File: config.mk
export PLATFORM = sky130hd
export DESIGN_NAME = adc_input_select_and_test_decode
export DESIGN_NICKNAME = d
export VERILOG_FILES = /design/src/hw/adc_cfg_pkg.sv /design/src/hw/adc_input_select_and_test_decode.sv
export SDC_FILE = /design/constraint.sdc
export NUM_CORES = 1
export LEC_CHECK = 0
export ABC_AREA = 1
export BUFFER_PORTS_ARGS = -buffer_cell sky130_fd_sc_hd__buf_2
export CORE_AREA = 2 2 74 76
export DETAILED_ROUTE_END_ITERATION = 6
export DIE_AREA = 0 0 76 78
export MAX_ROUTING_LAYER = met4
export PLACE_DENSITY = 0.44
export SYNTH_ARGS = -nofsm -noshare
export SYNTH_HDL_FRONTEND = slang
export SYNTH_SLANG_ARGS = --single-unit
File: constraint.sdc
create_clock -name core_clk -period 2.5 [get_ports core_clk]
set_input_delay 0.25 -clock core_clk [delete_from_list [all_inputs] [get_ports core_clk]]
set_output_delay 0.25 -clock core_clk [all_outputs]
set_load 0.01 [all_outputs]
File: src/hw/adc_cfg_pkg.sv
package adc_cfg_pkg;
	// register select codes on the two address bits
	localparam logic [1:0] ADDR_INPUT_MODE = 2'h0;
	localparam logic [1:0] ADDR_HOST_IF = 2'h1;
	localparam int WORD_W = 10;
	// input_and_mode_control field positions
	localparam int POS_VREF = 0;
	localparam int POS_MODE = 1;
	localparam int POS_PD = 2;
	localparam int POS_PICK = 3;
	localparam int POS_DIFFERENTIAL_COUNT_BIT0 = 5;
	localparam int POS_DIFFERENTIAL_COUNT_BIT1 = 6;
	localparam int POS_SCAN = 7;
	localparam int POS_TEST = 8;
	// host_interface_control field positions
	localparam int POS_RESET = 0;
	localparam int POS_QCLR = 1;
	localparam int POS_TRIG = 2;
	localparam int POS_FLAG_TYPE = 4;
	localparam int POS_FLAG_POL = 5;
	localparam int POS_STROBE = 6;
	localparam int POS_FORMAT = 7;
	localparam int POS_OFFSET = 8;
	// reset values
	localparam logic [9:0] INPUT_MODE_RST = 10'h020;
	localparam logic [9:0] HOST_IF_RST = 10'h030;

	typedef enum logic [2:0] {
		SEL_AP,
		SEL_AM,
		SEL_BP,
		SEL_BM,
		SEL_DIFF_A,
		SEL_DIFF_B
	} input_sel_t;

	typedef struct packed {
		logic [1:0] selfcheck_sel;
		logic scan;
		logic differential_count_bit1;
		logic differential_count_bit0;
		logic [1:0] input_pick;
		logic power_down;
		logic single_conv;
		logic ext_ref;
	} input_mode_t;

	typedef struct packed {
		logic reserved;
		logic offset_en;
		logic output_number_format;
		logic strobe_rw;
		logic flag_polarity;
		logic flag_pulse;
		logic [1:0] queue_threshold;
		logic overflow_or_queue_clear;
		logic soft_reset;
	} host_if_t;
endpackage : adc_cfg_pkg

File: src/hw/adc_input_select_and_test_decode.sv
`timescale 1ns/100ps
module adc_input_select_and_test_decode (
	input wire logic core_clk,
	input wire logic sys_rst,
	input wire logic wr_strobe,
	input wire logic register_select_bit1,
	input wire logic register_select_bit0,
	input wire logic [9:0] wr_data,
	input wire logic conv_step,
	input wire logic samples_ready_in,
	output adc_cfg_pkg::input_sel_t cur_input,
	output logic [1:0] selfcheck_sel,
	output logic samples_ready_flag,
	output logic scan_active,
	output logic [9:0] input_mode_word,
	output logic [9:0] host_if_word,
	output logic soft_reset_pulse,
	output logic queue_clear_pulse
);
	adc_cfg_pkg::input_mode_t mode_q, mode_d;
	adc_cfg_pkg::host_if_t host_q, host_d;
	logic [1:0] step_q, step_d;
	adc_cfg_pkg::input_sel_t sel_q, sel_d;
	logic flag_q, flag_d;
	logic srst_q, srst_d;
	logic qclr_q, qclr_d;
	logic [1:0] addr;
	logic wr_mode, wr_host;

	// length of scan sequence, 1 when not scanning
	function automatic logic [2:0] seq_len(input adc_cfg_pkg::input_mode_t m);
		logic [4:0] c;
		c = {m.scan, m.differential_count_bit1, m.differential_count_bit0,
			m.input_pick};
		unique case (c)
			5'h11: seq_len = 3'h2;
			5'h12: seq_len = 3'h3;
			5'h13: seq_len = 3'h4;
			5'h15: seq_len = 3'h2;
			5'h16: seq_len = 3'h3;
			5'h19: seq_len = 3'h2;
			default: seq_len = 3'h1;
		endcase
	endfunction : seq_len

	// input selected at a given scan step
	function automatic adc_cfg_pkg::input_sel_t sel_at(
		input adc_cfg_pkg::input_mode_t m, input logic [1:0] s);
		logic [4:0] c;
		c = {m.scan, m.differential_count_bit1, m.differential_count_bit0,
			m.input_pick};
		sel_at = adc_cfg_pkg::SEL_DIFF_A;
		unique case (c)
			5'h00: sel_at = adc_cfg_pkg::SEL_AP;
			5'h01: sel_at = adc_cfg_pkg::SEL_AM;
			5'h02: sel_at = adc_cfg_pkg::SEL_BP;
			5'h03: sel_at = adc_cfg_pkg::SEL_BM;
			5'h04: sel_at = adc_cfg_pkg::SEL_DIFF_A;
			5'h05: sel_at = adc_cfg_pkg::SEL_DIFF_B;
			5'h11, 5'h12, 5'h13: begin
				sel_at = adc_cfg_pkg::input_sel_t'({1'b0, s});
			end
			5'h15: begin
				sel_at = (s == 2'h0) ? adc_cfg_pkg::SEL_AP :
					adc_cfg_pkg::SEL_DIFF_B;
			end
			5'h16: begin
				if (s == 2'h0) begin
					sel_at = adc_cfg_pkg::SEL_AP;
				end else if (s == 2'h1) begin
					sel_at = adc_cfg_pkg::SEL_AM;
				end else begin
					sel_at = adc_cfg_pkg::SEL_DIFF_B;
				end
			end
			5'h19: begin
				sel_at = (s == 2'h0) ? adc_cfg_pkg::SEL_DIFF_A :
					adc_cfg_pkg::SEL_DIFF_B;
			end
			default: sel_at = adc_cfg_pkg::SEL_DIFF_A;
		endcase
	endfunction : sel_at

	assign addr = {register_select_bit1, register_select_bit0};
	assign wr_mode = wr_strobe && (addr == adc_cfg_pkg::ADDR_INPUT_MODE);
	assign wr_host = wr_strobe && (addr == adc_cfg_pkg::ADDR_HOST_IF);

	always_comb begin
		mode_d = mode_q;
		host_d = host_q;
		srst_d = 1'b0;
		qclr_d = 1'b0;
		if (wr_mode) begin
			mode_d = adc_cfg_pkg::input_mode_t'(wr_data);
		end
		if (wr_host) begin
			host_d = adc_cfg_pkg::host_if_t'(wr_data);
			host_d.reserved = 1'b0;
			host_d.soft_reset = 1'b0;
			host_d.overflow_or_queue_clear = 1'b0;
			srst_d = wr_data[adc_cfg_pkg::POS_RESET];
			qclr_d = wr_data[adc_cfg_pkg::POS_QCLR];
			if (wr_data[adc_cfg_pkg::POS_RESET]) begin
				mode_d = adc_cfg_pkg::input_mode_t'(adc_cfg_pkg::INPUT_MODE_RST);
				host_d = adc_cfg_pkg::host_if_t'(adc_cfg_pkg::HOST_IF_RST);
			end
		end
	end

	always_comb begin
		step_d = step_q;
		if (wr_mode || wr_host) begin
			step_d = 2'h0;
		end else if (conv_step) begin
			if ({1'b0, step_q} + 3'h1 >= seq_len(mode_q)) begin
				step_d = 2'h0;
			end else begin
				step_d = step_q + 2'h1;
			end
		end
		sel_d = sel_at(mode_d, step_d);
		// flag held inactive in test mode, else follows the source
		if (mode_d.selfcheck_sel != 2'h0) begin
			flag_d = ~host_d.flag_polarity;
		end else begin
			flag_d = samples_ready_in;
		end
	end

	always_ff @(posedge core_clk) begin
		if (sys_rst) begin
			mode_q <= adc_cfg_pkg::input_mode_t'(adc_cfg_pkg::INPUT_MODE_RST);
			host_q <= adc_cfg_pkg::host_if_t'(adc_cfg_pkg::HOST_IF_RST);
			step_q <= 2'h0;
			sel_q <= adc_cfg_pkg::SEL_DIFF_A;
			flag_q <= 1'b0;
			srst_q <= 1'b0;
			qclr_q <= 1'b0;
		end else begin
			mode_q <= mode_d;
			host_q <= host_d;
			step_q <= step_d;
			sel_q <= sel_d;
			flag_q <= flag_d;
			srst_q <= srst_d;
			qclr_q <= qclr_d;
		end
	end

	assign cur_input = sel_q;
	assign selfcheck_sel = mode_q.selfcheck_sel;
	assign samples_ready_flag = flag_q;
	assign scan_active = mode_q.scan;
	assign input_mode_word = mode_q;
	assign host_if_word = host_q;
	assign soft_reset_pulse = srst_q;
	assign queue_clear_pulse = qclr_q;
endmodule : adc_input_select_and_test_decode

### Yosys cells after proc, flatten, opt, wreduce, memory -nomap -nowiden

Index checks and enable logic that the tools add are counted.

* bits of input ports: 17
* register bits: 27
* logic and storage cells: 72
* output and inout bits: 29

* muxes and demuxes: 17
* bitwise operators: 2
* order comparisons: 1
* add/subtract/negate cells: 2
* equal/unequal tests: 18
* reduce and logical (&&, ||, !) cells: 11

Operators with widths (count)
* 5-bit equality test (second input constant): 12
* 10-bit two-way mux: 3
* 3-bit one-hot mux with 9 select lines: 1
* 3-bit two-way mux: 5
* 5-bit by 2-bit equality test with 1-bit output (second input constant): 2
* 9-bit two-way mux: 1
* 3-bit one-hot mux with 3 select lines: 1
* 2-bit two-way mux: 3
* 6-bit two-way mux: 1
* 3-bit OR reduction: 2
* 5-bit by 1-bit equality test with 1-bit output (second input constant): 1
* 5-bit by 3-bit equality test with 1-bit output (second input constant): 1
* 5-bit zero test: 1
* 2-bit by 1-bit equality test with 1-bit output (second input constant): 2
* 2-bit zero test: 2
* 2-bit OR reduction: 2
* 2-bit by 1-bit adder with 3-bit output (second input constant): 1
* 3-bit greater-or-equal comparator: 1
* 2-bit by 1-bit adder with 2-bit output (second input constant): 1
* 1-bit logical AND: 2
* 1-bit two-way mux: 2
* 1-bit inverter: 2
* 2-bit nonzero test: 1
* 1-bit logical OR: 1

### Depth between registers and ports, before layout

Gate-level depths: netlist (run 1).

* depth after elaboration: 13
* gate-level depth with buffers: 13

### Least setup slack after synthesis (run 1)

No wires, ideal clock.

* kind: register to register
* start: register mode_q, in the netlist scan_active
* end: register sel_q[0], in the netlist cur_input[0]
* library setup time: 0.128 ns
* required time: 2.372 ns
* cell stages (with the launch flop): 14
* clock period less this slack: 1.990 ns
* arrival time: 1.863 ns
* slack: 0.510 ns
* cell sequence: dfxtp_1 > inv_1 > a2111oi_0 > a21oi_1 > ha_1 > nand3b_1 > nand4_1 > nand2_1 > nand2_1 > nand2_1 > nand2_1 > nand2_1 > nor2_1 > nor2_1

* word-level cells in the longest chain between the ends: 12
* elaborated cells on any way between the ends: 35

RTL lines
* start, declared: line adc_input_select_and_test_decode.sv:20 `adc_cfg_pkg::input_mode_t mode_q, mode_d;`
* start signal, assigned: line adc_input_select_and_test_decode.sv:132 `mode_q <= adc_cfg_pkg::input_mode_t'(adc_cfg_pkg::INPUT_MODE_RST);`
* start signal, assigned: line adc_input_select_and_test_decode.sv:140 `mode_q <= mode_d;`
* 5-bit equality test: line adc_input_select_and_test_decode.sv:35 `unique case (c)`
* 3-bit OR reduction (no line) or 2-bit OR reduction (tied branches)
* 3-bit one-hot mux with 3 select lines: line adc_input_select_and_test_decode.sv:35
* 3-bit two-way mux: line adc_input_select_and_test_decode.sv:114 `end else if (conv_step) begin`
* 3-bit two-way mux: line adc_input_select_and_test_decode.sv:112 `if (wr_mode || wr_host) begin`
* 3-bit greater-or-equal comparator: line adc_input_select_and_test_decode.sv:115 `if ({1'b0, step_q} + 3'h1 >= seq_len(mode_q)) begin`
* 2-bit two-way mux: line adc_input_select_and_test_decode.sv:115
* 2-bit two-way mux: line adc_input_select_and_test_decode.sv:114
* 2-bit two-way mux: line adc_input_select_and_test_decode.sv:112
* 2-bit zero test: line adc_input_select_and_test_decode.sv:64, adc_input_select_and_test_decode.sv:68, adc_input_select_and_test_decode.sv:77
* 1-bit two-way mux, or another cell as far along: line adc_input_select_and_test_decode.sv:77 `sel_at = (s == 2'h0) ? adc_cfg_pkg::SEL_DIFF_A :`
* 3-bit one-hot mux with 9 select lines (*): line adc_input_select_and_test_decode.sv:53 `unique case (c)`
* end signal, assigned: line adc_input_select_and_test_decode.sv:135 `sel_q <= adc_cfg_pkg::SEL_DIFF_A;`
* end signal, assigned: line adc_input_select_and_test_decode.sv:143 `sel_q <= sel_d;`
* end, declared: line adc_input_select_and_test_decode.sv:23 `adc_cfg_pkg::input_sel_t sel_q, sel_d;`

Mark *: on every way between the ends. The rest lies on a longest branch, timed or not. The select of a mux whose other input is x is not followed.
A chain may end at the register's enable or synchronous reset.

### Final worst setup path (run 1)

Same ends and word-level chain as after synthesis.

==> run summary, run 1 <==
The flow ran to the end, and the final reports show no timing, DRC or antenna violations. Counting flops and latches in the post-synthesis netlist gives 25. The initial core utilization is 0.273, and the number of nets still failing antenna checks after routing is 0. Max-cap violations in this run came to 0. The share of the synthesized area in the top cell type came out at 0.364. The final-layout fill cell count came out at 558. The cell taking the most area after synthesis is dfxtp_1. The initial antenna violation count came out at 0. The routability-driven placement congestion ratio came out at 0.783.

Clock-pin slew was measured on the worst setup and hold paths at 0.10 ns. The number of setup violations in the final report was 0. The analysis attributes to cell leakage a power of 0.000824 uW. The number of antenna diodes came out at 0. The placed instances occupy a cell area of 1610 um^2. The distinct cell type count after synthesis is 30. For the smallest hold slack, the log shows 0.189 ns. The start-to-end type of the worst setup path is register to register. Highest clock rate: 460 MHz. Clock tree synthesis found a total of 25 sinks.

The tightest min-delay check is of the input pin to register type. The worst setup path is launched from a register. For this design the ratio of total power to cell area is 498 nW/um^2. In the routed layout, each cell is associated on average with a via count of 4.27.

The placeable core region was 5040 um^2. Post-CTS timing repair inserted 0 buffers for setup. The final critical-path share of the clock period was 0.869. The total power after layout is 824 uW. The initialized floorplan defines 26 standard-cell rows. Along the worst path, the maximum fanout reaches 3. Across the routed clock network, the largest skew measured is 0.00590 ns. The number of standard cells in the final layout excluding fillers was 291; the post-synthesis average cell area was 7.52 um^2. After synthesis, the cell types taking the most area are dfxtp_1 (36%), nand2_1 (8.7%), nand3_1 (6.5%). In this run the deepest clock path goes through 2 buffers.

The die is 76 um wide. Buffers inserted during clock tree synthesis total 3. Global-route usage over all layers: 0.123. The clock reaches the later pin of the worst-skew pair after 0.27 ns.

After detailed placement, the design holds a cell count of 287. Relative to the synthesized area, the layout overhead comes to 20.3%. The first-pass GRT wire length came out at 5800 um. The clock tree root buffer cell was clkbuf_8. The net count of the finished layout is 243. After routing, the total negative slack on setup checks comes to 0 ns. Input and output buffers added on the ports amount to 42.

The final route contains 1,242 vias. The tools report the required time at the worst-slack endpoint as 2.66 ns. Setup repair after global routing left no endpoint under its margin.

The run gives 183 as the gate count after technology mapping. Once detailed placement completed, the half-perimeter wirelength came to 2640 um. The worst setup path is captured at a register.

Data on the critical path arrives at its endpoint at 2.33 ns. 46 I/O pins were placed. The number of slew-limit violations in the final report is 0, and the minimum clock period after layout is 2.17 ns. Once the clock tree was built, the resizer swapped 0 gates to a different size. For this run, the number of Yosys warnings is 0. The fraction of layout instances using a drive strength above 1 was 0.312.

After detailed routing, the average wire length per cell comes to 11.4 um. The normalized max-slew margin was 0.592; the post-synthesis instance area was 1380 um^2. The logs give 4 for the iteration count of the initial detailed-routing pass and 5930 um^2 for the area of the die. The run gives 3310 um as the detailed-route wire length. In this run, synthesis inferred 0 flip-flops with an integrated enable. The tools report the deepest level of the CTS H-tree as 1.

The peak ir drop on the vdd network came out at 0.212 mV. The most instantiated flip-flop cell in the synthesis netlist is dfxtp_1. The number of buffers inserted by hold repair at cts was 0.

The via count of the first global-routing pass is 1,267. Summing all non-filler instances in the final layout gives an area of 1660 um^2. The logs give 0 for the final hold violation count and 16 for the largest net degree at the start of global routing. In this run the vertical extent of the chip is 78 um. The async set-reset flop share out of synthesis is 0, and the DRC violation count after routing is 0.

Summed over all layers, the global routing overflow is 0. TritonCTS built the clock tree. The iteration-0 DRC count of the detailed router is 31, and the slew at the pin with the worst max-slew slack is 0.596 ns.

For the sequential-to-total area share from yosys stat, the log shows 0.364.
## critical path: stages (launching register included)
cell       delay [ns]
dfxtp_1          0.35
inv_1            0.08
a2111oi_0        0.53
a21oi_1          0.10
ha_1             0.32
nand3b_1         0.10
nand4_1          0.10
nand2_1          0.05
nand2_1          0.09
nand2_1          0.08
nand2_1          0.08
nand2_1          0.05
nor2_1           0.09
nor2_1           0.04
## path summary, 6_finish.rpt
check | start | endpoint | slack (ns) | cells past startpoint
min | wr_data[1] | queue_clear_pulse | 0.19 | 3
min reg2reg | input_mode_word[1] | input_mode_word[1] | 0.47 | 2
max | scan_active | cur_input[0] | 0.33 | 13
max reg2reg | scan_active | cur_input[0] | 0.33 | 13
## routing by layer
layer  vias to the layer above  wire [um]  track usage  share of wire
met1                       546       1620        0.145           0.49
li1                        666          -            -              -
met3                         2        139       0.0198          0.042
met5                         -          0            -              0
met2                        28       1530        0.218           0.46
met4                         0         24       0.0327         0.0073
## stage by stage
step                 util  setup WS (ns)
floorplan               -          0.510
global placement    0.319          0.445
detailed placement  0.319          0.342
CTS                 0.328          0.318
global route        0.328         0.0618
finish              0.328          0.327
## placed cells by master (no fill, tap or decap), types with 4 or more instances in the layout
cell	count
nor2_1	22
nand2_2	9
ha_1	4
nand2_1	32
a21oi_1	8
nand3_1	18
nor2_2	4
dfxtp_1	25
o31ai_1	5
buf_2	42
inv_1	19
## cell families after synthesis
group / share of synthesized area
buffers and inverters: 0.115
flip-flops: 0.364
adder cells (fa/ha/maj): 0.0364
other: 0.00272
AND/OR/NAND/NOR: 0.385
AO/OA/AOI/OAI: 0.0982
## final cells by class
| type | count | area, um^2 | share of cell area |
|---|---|---|---|
| Clock buffer | 3 | 41.3 | 0.0249 |
| Clock inverter | 1 | 7.51 | 0.00454 |
| Inverter | 22 | 82.6 | 0.0499 |
| Multi-Input combinational cell | 128 | 726 | 0.438 |
| Sequential cell | 25 | 500 | 0.302 |
| Tap cell | 70 | 87.6 | 0.0529 |
| Timing Repair Buffer | 42 | 210 | 0.127 |
## power by group
part | internal [uW] | switching (uW)
sequential | 413 | 7.44
clock | 113 | 138
combinational | 53.3 | 98.6
## synthesized netlist by cell type, drive strengths merged (2+ instances only)
cell type and instances:
a21oi 8, nand3 22, nor2 28, inv 21, dfxtp 25, ha 4, buf 9, o21ai 2
nand2 42, nand4 4, nand3b 3, o31ai 5, o211ai 2
## flip-flops by register name, indices dropped and copies added, names as in the netlist
register	flops
soft_reset_pulse	1
input_mode_word	7
scan_active	1
cur_input	3
samples_ready_flag	1
queue_clear_pulse	1
host_if_word	7
selfcheck_sel	2
step_q	2
Note: power is estimated with default switching activity, not from simulation.
==> run 2: changes to the inputs <==
Settings changed: CTS_BUF_LIST set to sky130_fd_sc_hd__clkbuf_2, PLACE_DENSITY 0.44 to unset, PLACE_DENSITY_LB_ADDON set to 0.12.
==> run summary, run 2 (same netlist as run 1, synthesis figures left out) <==
The run finished with clean final reports. At the pin with the least slew margin, the transition time is 0.546 ns. The power density normalized to cell area was 459 nW/um^2. Number of buffers inserted by hold repair at cts: 0. The routability-driven placement congestion ratio was 0.736; the post-layout utilization of the core was 0.323. The area growth from synthesis to layout is 18.2%.

The placeable core region came out at 5040 um^2. The width of the die was 76 um; the global-route usage over all layers was 0.128. For the via count of the first global-routing pass, the log shows 1,299.

The total number of nets in the final design is 243. The initial antenna violation count was 0; the final critical-path share of the clock period was 0.867. The quantity of I/O buffers inserted on ports is 42, and the leakage power is 0.000819 uW.

The logs give 46 for the I/O pin total and 0.00343 ns for the worst clock skew. In this run the worst hold path is classified as input pin to register. For this run, the detailed router's first-pass iteration total came to 4. The tools report the arrival time at the worst endpoint as 2.45 ns. The first global-routing pass estimated 5970 um of wire. The logs give 1 for the deepest level of the CTS H-tree and 0 for the number of setup violations in the final report.

The worst setup path is launched from a register. Entering global routing, the biggest net connects 15 pins. The tools report the clock tree root buffer cell as clkbuf_2. The tools report the initial core utilization as 0.273. After clock tree synthesis, the setup repair step added 0 buffers. The iteration-0 DRC count of the detailed router is 84, and the clock transition time at the flip-flop clock pins of the worst setup and hold paths is 0.25 ns. The library cell used most frequently in the layout, excluding fill and tap cells, is buf_2. The die covers 5930 um^2. The later-pin clock latency in the skew report came out at 0.35 ns. The normalized max-slew margin was 0.626; the number of clock sinks was 25. The run gives 0 as the final hold violation count.

The worst path needs 2.17 ns of the cycle, external delays included. For the required time at the worst-slack endpoint, the log shows 2.78 ns. The peak ir drop on the vdd network is 0.235 mV, and the row count is 26.

For the number of slew-limit violations in the final report, the log shows 0. The DRC violation count after routing came out at 0. After detailed routing, the average wire length per cell comes to 11.8 um. No sink is reached through more buffers than the 2 on the longest clock path. The repair_antennas step left the layout with diodes totalling 0. Gates resized during post-CTS repair numbered 0. For the total via count in the routed design, the log shows 1,275. The fraction of layout instances using a drive strength above 1 came out at 0.312. TritonCTS built the clock tree. Max-cap violations in this run came to 0. The cell total after placement was 287; the highest clock rate was 461 MHz. The number of standard cells in the final layout excluding fillers came out at 291.

The worst setup path is captured at a register. After legalization and detailed placement, the total HPWL measured 2670 um. The start-to-end type of the worst setup path was register to register. The top fanout value on the critical path came out at 3. The height of the die works out to 78 um. In the layout the commonest cells are buf_2 (42), nand2_1 (32), dfxtp_1 (25).

The tools report the detailed-route wire length as 3440 um. For the final routed database, the setup TNS stands at 0 ns. The run gives 558 as the final-layout fill cell count.

Setup repair after global routing left no endpoint under its margin. Buffers inserted during clock tree synthesis total 3. Dividing the detail-routed via count by the number of cells gives 4.38.

The overall overflow remaining after global route was 0; the total area of multi-input combinational cells was 726 um^2. Once detail routing completed, the nets flagged for antenna violations numbered 0. The sequential cell area came out at 500 um^2.
[run 2: metal layers]
| layer | GRT usage | routed length [um] | vias to the layer above |
|---|---|---|---|
| met5 | - | 0 | - |
| met4 | 0.0327 | 50 | 0 |
| met3 | 0.0256 | 129 | 4 |
| met2 | 0.220 | 1610 | 32 |
| met1 | 0.154 | 1650 | 573 |
| li1 | - | - | 666 |
[run 2: final cells by class]
cell class,count,area share
multi-input cells,128,0.446
repair buffers,42,0.129
well taps,70,0.0538
clock buffers,4,0.0123
inverters,22,0.0508
flip-flops and latches,25,0.308
[run 2: worst max-delay path, stage by stage, from the launching register on]
cell and delay (ns):
dfxtp_1 0.41, inv_1 0.08, a2111oi_0 0.49, a21oi_1 0.10, ha_1 0.32, nand3_1 0.09
nand4_1 0.11, nand2_1 0.06, nand2_1 0.10, nand2_1 0.08, nand2_1 0.08, nand2_1 0.05
nor2_1 0.08, nor2_1 0.04
[run 2: worst paths after layout]
path	startpoint	slack (ns)	endpoint	depth (start not counted)
worst min register to register	input_mode_word[2]	0.48	input_mode_word[2]	2
worst max-delay path	scan_active	0.33	cur_input[0]	13
worst max register to register	scan_active	0.33	cur_input[0]	13
worst min-delay path	wr_data[1]	0.08	queue_clear_pulse	3
[run 2: report_power, final]
group	leakage, uW	switching (uW)	internal, uW
sequential	0.000204	7.83	415
clock	0.0000166	129	42.2
combinational	0.000599	100	53.3
total	0.000819	237	510
[run 2: per-stage QoR]
stage          hold slack, ns  power (uW)  setup slack, ns  area, um^2
6_report               0.0811         747            0.332        1630
5_1_grt                0.0270         800            0.111        1630
4_1_cts                0.0536         760            0.327        1630
3_5_place_dp            0.458         585            0.354        1610
3_3_place_gp            0.461         587            0.379        1610
2_1_floorplan           0.334         540            0.510        1380
